[config.mk]
export PLATFORM = sky130hd
export DESIGN_NAME = pdw_core
export DESIGN_NICKNAME = d
export VERILOG_FILES = /design/src/pdw_pkg.sv /design/src/pdw_core.sv
export SDC_FILE = /design/constraint.sdc
export NUM_CORES = 1
export LEC_CHECK = 0
export ABC_CLOCK_PERIOD_IN_PS = 7900
export BUFFER_PORTS_ARGS = -buffer_cell sky130_fd_sc_hd__clkbuf_2
export CAP_MARGIN = 20
export CORE_ASPECT_RATIO = 0.8
export CORE_MARGIN = 2
export CORE_UTILIZATION = 57
export CTS_CLUSTER_DIAMETER = 80
export DETAILED_ROUTE_END_ITERATION = 7
export PLACE_DENSITY = 0.74
export SLEW_MARGIN = 30
export SYNTH_ARGS = -nofsm -noshare
export SYNTH_HDL_FRONTEND = slang
export SYNTH_SLANG_ARGS = --single-unit
export TNS_END_PERCENT = 20
[constraint.sdc]
create_clock -name clk_sys -period 7.9 [get_ports clk_sys]
set_input_delay 0.395 -clock clk_sys [delete_from_list [all_inputs] [get_ports clk_sys]]
set_output_delay 0.395 -clock clk_sys [all_outputs]
set_load 0.02 [all_outputs]
[src/pdw_pkg.sv]
// Constants, register map and state codes for the power-down and wake block.
// Assumes one 200 MHz system clock and a 16-bit management register port.
package pdw_pkg;

	// ----------------------------------------
	// Register port
	// ----------------------------------------
	localparam int AW = 4;
	localparam int DW = 16;
	localparam logic [AW-1:0] REG_CTRL = 4'h0;
	localparam logic [AW-1:0] REG_STATUS = 4'h1;
	localparam logic [AW-1:0] REG_ENERGY_DETECT_POWER_DOWN_CFG = 4'h2;
	localparam logic [AW-1:0] REG_IRQ_MASK = 4'h3;
	localparam logic [AW-1:0] REG_IRQ_FLAGS = 4'h4;
	localparam logic [AW-1:0] REG_WAKE_CTRL = 4'h5;
	localparam logic [AW-1:0] REG_ADDR_LOW = 4'h6;
	localparam logic [AW-1:0] REG_ADDR_MID = 4'h7;
	localparam logic [AW-1:0] REG_ADDR_HIGH = 4'h8;
	localparam logic [AW-1:0] REG_MISC_CFG = 4'h9;

	// ----------------------------------------
	// Field positions
	// ----------------------------------------
	localparam int CTRL_PD = 0;
	localparam int CTRL_ENERGY_DETECT_POWER_DOWN = 1;
	localparam int ST_ENERGY = 0;
	localparam int ST_PD = 1;
	localparam int ST_SLEEP = 2;
	localparam int ST_RESET = 3;
	localparam int CFG_TX_EN = 0;
	localparam int CFG_TX_SEL = 1;
	localparam int CFG_SINGLE = 3;
	localparam int CFG_RX_SEL = 4;
	localparam int IRQ_ENERGY = 7;
	localparam int IRQ_WOL = 8;
	localparam int WK_EN = 0;
	localparam int WK_STAT = 4;
	localparam int WK_SELF_CLR = 8;
	localparam int WK_RXD2_SEL = 9;
	localparam int WK_FIRST_INDICATOR_PIN_SEL = 10;
	localparam int WK_SECOND_INDICATOR_PIN_SEL = 12;
	localparam int WK_CONFIGURED = 14;
	localparam int SRC_DEST = 0;
	localparam logic [1:0] PIN_IRQ = 2'h1;
	localparam logic [1:0] PIN_WAKE = 2'h2;
	localparam logic [1:0] PIN_ACT = 2'h3;

	// ----------------------------------------
	// Reset values
	// ----------------------------------------
	localparam logic [DW-1:0] RST_ZERO = 16'h0000;
	localparam logic [DW-1:0] RST_MISC = 16'h0001;

	// ----------------------------------------
	// Timing
	// ----------------------------------------
	localparam int CLK_NS = 5;
	localparam int SC_UNIT_NS = 1000;
	localparam int SC_UNIT_CYC = (SC_UNIT_NS + CLK_NS - 1) / CLK_NS;
	localparam int PU_RESET_NS = 10000;
	localparam int PU_RESET_CYC = (PU_RESET_NS + CLK_NS - 1) / CLK_NS;
	localparam int TX_UNIT_MS = 256;
	localparam int TX_UNIT_CYC = TX_UNIT_MS * 1000000 / CLK_NS;
	localparam int RX_UNIT_MS = 20;
	localparam int RX_UNIT_CYC = RX_UNIT_MS * 1000000 / CLK_NS;

	typedef enum logic [2:0] {
		ENERGY_DETECT_POWER_DOWN_RUN = 3'b001,
		ENERGY_DETECT_POWER_DOWN_SLEEP = 3'b010,
		ENERGY_DETECT_POWER_DOWN_ARMED = 3'b100
	} energy_detect_power_down_state_e;

endpackage

[src/pdw_core.sv]
// Power-down control, energy-detect power-down and wake-event logic.
// Assumes frame matching results arrive from receive logic on clk_sys.
//
// Summary of operation
// - General power-down bit set keeps transceiver powered down.
// - Clearing power-down powers up and runs an automatic reset.
// - Energy-detect power-down works only while its enable bit is set.
// - Asleep without line energy: power down, transmit nothing but enabled link pulses.
// - Line energy wakes, restores state, sets energy flag; interrupt if unmasked.
// - First one or two packets after waking may be lost.
// - Asleep, link pulses sent only when enabled, at selected interval.
// - Single-pulse wake on one pulse, else two within selected window.
// - Each of four wake sources has its own enable bit.
// - Unmasked wake event holds interrupt low until software clears it.
// - Indicator pin select 10b routes wake output to that pin.
// - Wake output on data pin only if selected and reduced mode.
// - Wake output held until software clears wake status bits 7:4.
// - Self-clear ends wake output after programmed duration.
// - Wake event sets the received bit of its source.
// - Wake registers and configured flag survive software reset.
// - Destination match needs equal 48-bit address and good frame.
// - Destination match: interrupt if unmasked, source flag 8, received bit.
module pdw_core
	import pdw_pkg::*;
#(
	parameter int TX_UNIT = TX_UNIT_CYC,
	parameter int RX_UNIT = RX_UNIT_CYC
) (
	input wire logic clk_sys,
	input wire logic arst_n,
	input wire logic soft_rst,
	input wire logic [pdw_pkg::AW-1:0] reg_addr,
	input wire logic [pdw_pkg::DW-1:0] reg_wdata,
	input wire logic reg_wr,
	input wire logic reg_rd,
	output logic [pdw_pkg::DW-1:0] reg_rdata,
	input wire logic line_energy_pin,
	input wire logic nlp_rx_pin,
	input wire logic frame_done,
	input wire logic frame_good,
	input wire logic [47:0] frame_dest,
	input wire logic frame_bcast,
	input wire logic frame_magic,
	input wire logic frame_pattern,
	input wire logic link_act_led,
	input wire logic link_speed_led,
	input wire logic rxd2_data,
	input wire logic reduced_if_strap,
	input wire logic regulator_off_strap,
	input wire logic irq_pin_select_strap,
	output logic xcvr_power_down,
	output logic xcvr_reset,
	output logic tx_nlp_pulse,
	output logic line_energy_present,
	output logic interrupt_out_n,
	output logic wake_event_out_n,
	output logic first_indicator_pin,
	output logic second_indicator_pin,
	output logic rxd2_pin
);
	import pdw_pkg::*;

	function automatic logic [31:0] interval(input logic [1:0] sel,
		input int unit);
		interval = 32'(unit) * (32'(sel) + 32'h1);
	endfunction

	// ----------------------------------------
	// Pin synchronisers
	// ----------------------------------------
	logic [4:0] s1, s2, s3, filt;
	logic [2:0] strap_cnt;
	logic reduced_if, first_indicator_pin_low, second_indicator_pin_low;
	logic nlp_prev;
	logic energy_prev;

	always_ff @(posedge clk_sys or negedge arst_n) begin
		if (!arst_n) begin
			s1 <= 5'h00;
			s2 <= 5'h00;
			s3 <= 5'h00;
			filt <= 5'h00;
		end else begin
			s1 <= {irq_pin_select_strap, regulator_off_strap,
				reduced_if_strap, nlp_rx_pin, line_energy_pin};
			s2 <= s1;
			s3 <= s2;
			filt <= (s2 & s3) | (filt & (s2 ^ s3));
		end
	end

	// Straps are taken once the filter has settled after reset release.
	// The filter first carries a strap at the fourth edge, so capture
	// runs to the fifth; earlier captures would only see reset zeros.
	always_ff @(posedge clk_sys or negedge arst_n) begin
		if (!arst_n) begin
			strap_cnt <= 3'h0;
			reduced_if <= 1'b0;
			first_indicator_pin_low <= 1'b0;
			second_indicator_pin_low <= 1'b0;
		end else if (strap_cnt != 3'h5) begin
			strap_cnt <= strap_cnt + 3'h1;
			reduced_if <= filt[2];
			first_indicator_pin_low <= filt[3];
			second_indicator_pin_low <= filt[4];
		end
	end

	always_ff @(posedge clk_sys or negedge arst_n) begin
		if (!arst_n) begin
			nlp_prev <= 1'b0;
			energy_prev <= 1'b0;
		end else begin
			nlp_prev <= filt[1];
			energy_prev <= filt[0];
		end
	end

	logic nlp_seen, energy_rise;
	assign nlp_seen = filt[1] && !nlp_prev;
	assign energy_rise = filt[0] && !energy_prev;

	// ----------------------------------------
	// Registers
	// ----------------------------------------
	logic [DW-1:0] ctrl, energy_detect_power_down_cfg, irq_mask, irq_flags;
	logic [DW-1:0] wake_ctrl, addr_low, addr_mid, addr_high, misc_cfg;
	logic wr_ctrl, wr_cfg, wr_mask, wr_flags, wr_wake;
	logic [3:0] wake_src;
	logic wake_evt, energy_evt;
	logic [DW-1:0] next_irq_flags;
	logic [3:0] next_wake_stat;

	assign wr_ctrl = reg_wr && reg_addr == REG_CTRL;
	assign wr_cfg = reg_wr && reg_addr == REG_ENERGY_DETECT_POWER_DOWN_CFG;
	assign wr_mask = reg_wr && reg_addr == REG_IRQ_MASK;
	assign wr_flags = reg_wr && reg_addr == REG_IRQ_FLAGS;
	assign wr_wake = reg_wr && reg_addr == REG_WAKE_CTRL;

	// Ordinary control is cleared by software reset
	always_ff @(posedge clk_sys or negedge arst_n) begin
		if (!arst_n) begin
			ctrl <= RST_ZERO;
			energy_detect_power_down_cfg <= RST_ZERO;
			irq_mask <= RST_ZERO;
		end else if (soft_rst) begin
			ctrl <= RST_ZERO;
			energy_detect_power_down_cfg <= RST_ZERO;
			irq_mask <= RST_ZERO;
		end else begin
			if (wr_ctrl)
				ctrl <= reg_wdata;
			if (wr_cfg)
				energy_detect_power_down_cfg <= reg_wdata;
			if (wr_mask)
				irq_mask <= reg_wdata;
		end
	end

	// Source flags: write one to clear, a new event wins over the clear
	always_comb begin
		next_irq_flags = irq_flags;
		if (wr_flags)
			next_irq_flags = irq_flags & ~reg_wdata;
		if (energy_evt)
			next_irq_flags[IRQ_ENERGY] = 1'b1;
		if (wake_evt)
			next_irq_flags[IRQ_WOL] = 1'b1;
	end

	always_ff @(posedge clk_sys or negedge arst_n) begin
		if (!arst_n)
			irq_flags <= RST_ZERO;
		else if (soft_rst)
			irq_flags <= RST_ZERO;
		else
			irq_flags <= next_irq_flags;
	end

	always_ff @(posedge clk_sys or negedge arst_n) begin
		if (!arst_n)
			interrupt_out_n <= 1'b1;
		else
			interrupt_out_n <= ~|(irq_flags & irq_mask);
	end

	// Wake registers ignore software reset so the configured flag survives
	always_comb begin
		next_wake_stat = wake_ctrl[WK_STAT+:4];
		if (wr_wake)
			next_wake_stat = next_wake_stat & ~reg_wdata[WK_STAT+:4];
		next_wake_stat = next_wake_stat | wake_src;
	end

	always_ff @(posedge clk_sys or negedge arst_n) begin
		if (!arst_n) begin
			wake_ctrl <= RST_ZERO;
			addr_low <= RST_ZERO;
			addr_mid <= RST_ZERO;
			addr_high <= RST_ZERO;
			misc_cfg <= RST_MISC;
		end else begin
			if (wr_wake) begin
				wake_ctrl <= reg_wdata;
			end
			wake_ctrl[WK_STAT+:4] <= next_wake_stat;
			if (reg_wr && reg_addr == REG_ADDR_LOW)
				addr_low <= reg_wdata;
			if (reg_wr && reg_addr == REG_ADDR_MID)
				addr_mid <= reg_wdata;
			if (reg_wr && reg_addr == REG_ADDR_HIGH)
				addr_high <= reg_wdata;
			if (reg_wr && reg_addr == REG_MISC_CFG)
				misc_cfg <= reg_wdata;
		end
	end

	// ----------------------------------------
	// Wake sources
	// ----------------------------------------
	logic frame_ok;
	assign frame_ok = frame_done && frame_good;
	always_comb begin
		wake_src[SRC_DEST] = frame_ok && frame_dest ==
			{addr_high, addr_mid, addr_low};
		wake_src[1] = frame_ok && frame_bcast;
		wake_src[2] = frame_ok && frame_magic;
		wake_src[3] = frame_ok && frame_pattern;
		wake_src = wake_src & wake_ctrl[WK_EN+:4];
	end
	assign wake_evt = |wake_src;

	// ----------------------------------------
	// Wake event output
	// ----------------------------------------
	logic [31:0] sc_cnt;
	logic sc_expire;
	assign sc_expire = wake_ctrl[WK_SELF_CLR] && sc_cnt == 32'h1;

	always_ff @(posedge clk_sys or negedge arst_n) begin
		if (!arst_n)
			sc_cnt <= 32'h0;
		else if (wake_evt)
			sc_cnt <= 32'(misc_cfg) * 32'(SC_UNIT_CYC) + 32'h1;
		else if (sc_cnt != 32'h0)
			sc_cnt <= sc_cnt - 32'h1;
	end

	// Held while any received bit stands; self-clear may end it earlier
	always_ff @(posedge clk_sys or negedge arst_n) begin
		if (!arst_n)
			wake_event_out_n <= 1'b1;
		else if (wake_evt)
			wake_event_out_n <= 1'b0;
		else if (sc_expire || next_wake_stat == 4'h0)
			wake_event_out_n <= 1'b1;
	end

	// ----------------------------------------
	// Pin functions
	// ----------------------------------------
	function automatic logic pin_mux(input logic [1:0] sel,
		input logic led, input logic low);
		case (sel)
			PIN_IRQ: pin_mux = interrupt_out_n;
			PIN_WAKE: pin_mux = wake_event_out_n;
			PIN_ACT: pin_mux = link_act_led ^ low;
			default: pin_mux = led ^ low;
		endcase
	endfunction

	always_ff @(posedge clk_sys or negedge arst_n) begin
		if (!arst_n) begin
			first_indicator_pin <= 1'b0;
			second_indicator_pin <= 1'b0;
			rxd2_pin <= 1'b0;
		end else begin
			first_indicator_pin <= pin_mux(wake_ctrl[WK_FIRST_INDICATOR_PIN_SEL+:2],
				link_act_led, first_indicator_pin_low);
			second_indicator_pin <= pin_mux(wake_ctrl[WK_SECOND_INDICATOR_PIN_SEL+:2],
				link_speed_led, second_indicator_pin_low);
			rxd2_pin <= (wake_ctrl[WK_RXD2_SEL] && reduced_if) ?
				wake_event_out_n : rxd2_data;
		end
	end

	// ----------------------------------------
	// Power control
	// ----------------------------------------
	energy_detect_power_down_state_e state;
	logic [31:0] tx_cnt, rx_cnt, pu_cnt;
	logic pd_prev;
	logic energy_detect_power_down_on;
	assign energy_detect_power_down_on = ctrl[CTRL_ENERGY_DETECT_POWER_DOWN];

	always_ff @(posedge clk_sys or negedge arst_n) begin
		if (!arst_n) begin
			state <= ENERGY_DETECT_POWER_DOWN_RUN;
			rx_cnt <= 32'h0;
		end else begin
			case (state)
				ENERGY_DETECT_POWER_DOWN_RUN:
					if (energy_detect_power_down_on && !filt[0])
						state <= ENERGY_DETECT_POWER_DOWN_SLEEP;
				ENERGY_DETECT_POWER_DOWN_SLEEP:
					if (!energy_detect_power_down_on || filt[0])
						state <= ENERGY_DETECT_POWER_DOWN_RUN;
					else if (nlp_seen && energy_detect_power_down_cfg[CFG_SINGLE])
						state <= ENERGY_DETECT_POWER_DOWN_RUN;
					else if (nlp_seen) begin
						state <= ENERGY_DETECT_POWER_DOWN_ARMED;
						rx_cnt <= interval(energy_detect_power_down_cfg[CFG_RX_SEL+:2], RX_UNIT);
					end
				ENERGY_DETECT_POWER_DOWN_ARMED: begin
					rx_cnt <= rx_cnt - 32'h1;
					if (!energy_detect_power_down_on || filt[0] || nlp_seen)
						state <= ENERGY_DETECT_POWER_DOWN_RUN;
					else if (rx_cnt == 32'h0)
						state <= ENERGY_DETECT_POWER_DOWN_SLEEP;
				end
				default: state <= ENERGY_DETECT_POWER_DOWN_RUN;
			endcase
		end
	end

	// Waking from sleep restores the pre-sleep state; packets may be lost
	assign energy_evt = energy_rise ||
		(state != ENERGY_DETECT_POWER_DOWN_RUN && energy_detect_power_down_on && nlp_seen &&
		(state == ENERGY_DETECT_POWER_DOWN_ARMED || energy_detect_power_down_cfg[CFG_SINGLE]));

	always_ff @(posedge clk_sys or negedge arst_n) begin
		if (!arst_n) begin
			tx_cnt <= 32'h0;
			tx_nlp_pulse <= 1'b0;
		end else if (state == ENERGY_DETECT_POWER_DOWN_RUN || !energy_detect_power_down_cfg[CFG_TX_EN]) begin
			tx_cnt <= interval(energy_detect_power_down_cfg[CFG_TX_SEL+:2], TX_UNIT);
			tx_nlp_pulse <= 1'b0;
		end else if (tx_cnt == 32'h0) begin
			tx_cnt <= interval(energy_detect_power_down_cfg[CFG_TX_SEL+:2], TX_UNIT);
			tx_nlp_pulse <= 1'b1;
		end else begin
			tx_cnt <= tx_cnt - 32'h1;
			tx_nlp_pulse <= 1'b0;
		end
	end

	always_ff @(posedge clk_sys or negedge arst_n) begin
		if (!arst_n) begin
			pd_prev <= 1'b0;
			pu_cnt <= 32'h0;
		end else begin
			pd_prev <= ctrl[CTRL_PD];
			if (pd_prev && !ctrl[CTRL_PD])
				pu_cnt <= 32'(PU_RESET_CYC);
			else if (pu_cnt != 32'h0)
				pu_cnt <= pu_cnt - 32'h1;
		end
	end

	always_ff @(posedge clk_sys or negedge arst_n) begin
		if (!arst_n) begin
			xcvr_power_down <= 1'b0;
			xcvr_reset <= 1'b0;
			line_energy_present <= 1'b0;
		end else begin
			xcvr_power_down <= ctrl[CTRL_PD] || state != ENERGY_DETECT_POWER_DOWN_RUN;
			xcvr_reset <= pu_cnt != 32'h0;
			line_energy_present <= filt[0];
		end
	end

	// ----------------------------------------
	// Read port
	// ----------------------------------------
	always_ff @(posedge clk_sys or negedge arst_n) begin
		if (!arst_n)
			reg_rdata <= RST_ZERO;
		else if (!reg_rd)
			reg_rdata <= RST_ZERO;
		else
			case (reg_addr)
				REG_CTRL: reg_rdata <= ctrl;
				REG_STATUS: reg_rdata <= {12'h000, xcvr_reset,
					state != ENERGY_DETECT_POWER_DOWN_RUN, xcvr_power_down, line_energy_present};
				REG_ENERGY_DETECT_POWER_DOWN_CFG: reg_rdata <= energy_detect_power_down_cfg;
				REG_IRQ_MASK: reg_rdata <= irq_mask;
				REG_IRQ_FLAGS: reg_rdata <= irq_flags;
				REG_WAKE_CTRL: reg_rdata <= wake_ctrl;
				REG_ADDR_LOW: reg_rdata <= addr_low;
				REG_ADDR_MID: reg_rdata <= addr_mid;
				REG_ADDR_HIGH: reg_rdata <= addr_high;
				REG_MISC_CFG: reg_rdata <= misc_cfg;
				default: reg_rdata <= RST_ZERO;
			endcase
	end
endmodule

==> reports/qor.yml <==
htreeDepth: 2
drive_gt1_share_pct: 16.4
maxCapViolCount: 0
r2r_end: "sc_cnt[21]"
holdPathStages: 2
r2r-start: "misc_cfg[2]"
crit_buf_inv: 0
grt_max_degree: 85
synth_most_common_cell: "dfrtp_1"
rsz0062_at_grt: "no"
r2r_setup_slack_ns: 4.31
tns_ns: 0
yosys_warnings: 0
clock_latency_ns: 0.55
vias: 13929
cts-buffers-inserted: 35
final_hold_viol_count: 0
synth_cell_types: 81
ys_seq_area_share_pct: 45.8
fmax_ghz: 0.279
cpMaxStageDelayCell: "a211oi_1"
gp_congestion: 0.867
synth_area_leaders: "dfrtp_1, ha_1, mux2_2, nand2_1, xor2_1"
end_kind: "register"
wire_per_inst_um: 19.7
nNetsFinal: 2047
grt_pass1_vias: 13471
holdPathEnd: "rxd2_pin"
cp.arrival_ns: 3.98
outcome: "finished, final reports clean"
finalSetupViolCount: 0
synth-main-ff-cell: "dfrtp_1"
crit_fanout: 5
syn_area_per_cell_um2: 10.1
worstPathRequired_ns: 8.29
clock-skew-final_ns: 0.0287
ctsLongestPathBuffers: 3
initial_core_util_pct: 57.4
hp-class: "input port to register"
die_x_um: 202
clk_pin_slew_ns: 0.07
period_needed_ns: 3.59
hpwlAfterDp_um: 32100
slew_headroom_pct: 37.0
num_rows: 58
viasPerCell: 6.03
clkSinkCount: 328
antenna_found_initial: 2
timing.final.crit_share_pct: 45.4
routed_wl_um: 45500
first_pass_iters: 6
leakagePower_uw: 0.00933
ys_seq_elements: 328
p_total_uw: 5650
syn_to_final_growth_pct: 12.4
tightest_slew_ns: 0.936
path_delay_family: "adder cells"
dieArea_um2: 32900
groute.usage.overall_pct: 28.0
ir_drop_mv: 0.190
critPathLaunchType: "register"
synth_top_cell_area_share_pct: 45.2
r2r_cells: 10
grt_pass1_wl_um: 73100
synth_cells: 1776
synthTopCellsByCount: "dfrtp_1, nand2_1, nor2_1"
synth_top_cell_by_area: "dfrtp_1"
portBuffers: 110
async_flop_share_pct: 100
synth_edf_count: 0
crit_chain: "ha_1 > ha_1 > fa_1 > ha_1 > a211oi_1 > nor4b_1 > a211oi_1 > nor3_1 > a211oi_1 > mux2i_1"
slew_viol_final: 0
syn_nets: 1960
slowest_delay_ns: 0.59
core_um2: 31200
hold_path_startpoint: "rxd2_data"
antenna_left: 0
cts_tree: "yes"
drcViolationCount: 0
grt-ovfl-total: 0
die_y_um: 163
criticalPathCategory: "register to register"
io_pins: 111
powerDensity_nw_per_um2: 280
root_buffer: "clkbuf_16"
drt_iter0_drc: 1463
syn_area_um2: 17900
n_fill_cell: 2519
## routing by layer
metal / share of wire (%) / track usage, % / vias up
met1: 44 / 40.5 / 6829
li1: - / - / 6419
met4: 2.2 / 7.33 / 0
met3: 9.0 / 6.34 / 77
met2: 45 / 42.8 / 604
met5: 0 / 0 / -
## logic make-up (layout without fill, tap and decap cells)
logic type               after synthesis  count (layout)  synth area share, %
multiplexers                         101             101                 6.20
other                                  0               2                    0
flip-flops                           328             328                 45.8
buffers and inverters                160             273                 3.87
AO/OA/AOI/OAI                        306             306                 11.3
adder cells (fa/ha/maj)               98              98                 7.34
AND/OR/NAND/NOR                      626             626                 17.8
XOR/XNOR                             157             157                 7.67
## worst reg2reg max path: stages, from the launching register on
cell and delay (ns):
dfrtp_1 0.44, ha_1 0.32, ha_1 0.32, fa_1 0.49, ha_1 0.38, a211oi_1 0.39
nor4b_1 0.12, a211oi_1 0.59, nor3_1 0.10, a211oi_1 0.19, mux2i_1 0.09
## area by class of cell
cell class / count / area [um^2] / share of cell area [%]
tap: 420 / 526 / 2.61
clock buffer: 52 / 1040 / 5.16
inverter: 78 / 293 / 1.45
sequential: 328 / 8210 / 40.8
timing repair buffer: 132 / 764 / 3.79
clock inverter: 11 / 245 / 1.22
antenna: 2 / 5.00 / 0.0248
multi-input combinational: 1288 / 9060 / 45.0
## worst max-delay path by stage
stage	from	endpoint	depth (start not counted)
after floorplan	misc_cfg[9]	sc_cnt[21]	13
after global placement	misc_cfg[9]	sc_cnt[21]	12
after detailed placement	misc_cfg[2]	sc_cnt[21]	10
after CTS	misc_cfg[2]	sc_cnt[21]	10
after global routing	misc_cfg[2]	sc_cnt[21]	10
final	misc_cfg[2]	sc_cnt[21]	10
## sequential cells by signal (all words and copies together) (netlist names), 3 cells and up
signal and count:
wake_ctrl 16, ctrl 16, energy_detect_power_down_cfg 16, misc_cfg 16
tx_cnt 32, addr_mid 16, sc_cnt 32, irq_flags 16
s2 5, s3 5, rx_cnt 32, pu_cnt 32
addr_high 16, strap_cnt 3, state 3, reg_rdata 16
s1 5, filt 5, irq_mask 16, addr_low 16
## power breakdown
group	total, uW	internal, uW	leakage (uW)	switching, uW
Combinational	1620	704	0.00447	913
Clock	1820	1120	0.000627	707
Sequential	2210	1920	0.00423	287
Total	5650	3740	0.00933	1910
## through the flow
stage / hold WS [ns] / setup slack [ns] / instances / instance area, um^2 / util (%)
after floorplan: 0.0994 / 4.67 / 1776 / 17900 / -
after global placement: 0.332 / 4.48 / 2239 / 18800 / 60.1
after detailed placement: 0.335 / 4.32 / 2240 / 18800 / 60.2
after CTS: 0.0694 / 4.29 / 2309 / 20100 / 64.5
after global routing: 0.0894 / 4.09 / 2310 / 20100 / 64.6
final: 0.0799 / 4.31 / 2311 / 20100 / 64.6
## what timing repair did
item	4_1_cts	5_1_grt
gates resized for setup	0	0
endpoints found under the hold margin	56	0
hold buffers	6	0
buffers inserted	0	0
## placed cells by master (no fill, tap or decap), types with 9 or more instances in the layout
cell,n
buf_4,14
a21oi_1,120
or3_1,18
a22o_1,17
and3_1,12
clkbuf_2,109
nand4_1,10
clkbuf_16,35
nand3b_1,9
o21ai_0,34
xor2_1,93
nand2b_1,28
dfrtp_1,324
a22oi_1,27
nand3_1,31
nor4_1,38
a31oi_1,13
inv_1,78
xnor2_1,64
ha_1,86
and2_1,15
a221oi_1,21
nor3_1,34
mux2_2,81
mux2i_1,20
a21o_1,9
nand2_1,221
a222oi_1,9
nor2_1,140
fa_1,12
clkbuf_8,10
a211oi_1,13
or4_1,9
Power figures use the tool's default switching activity.
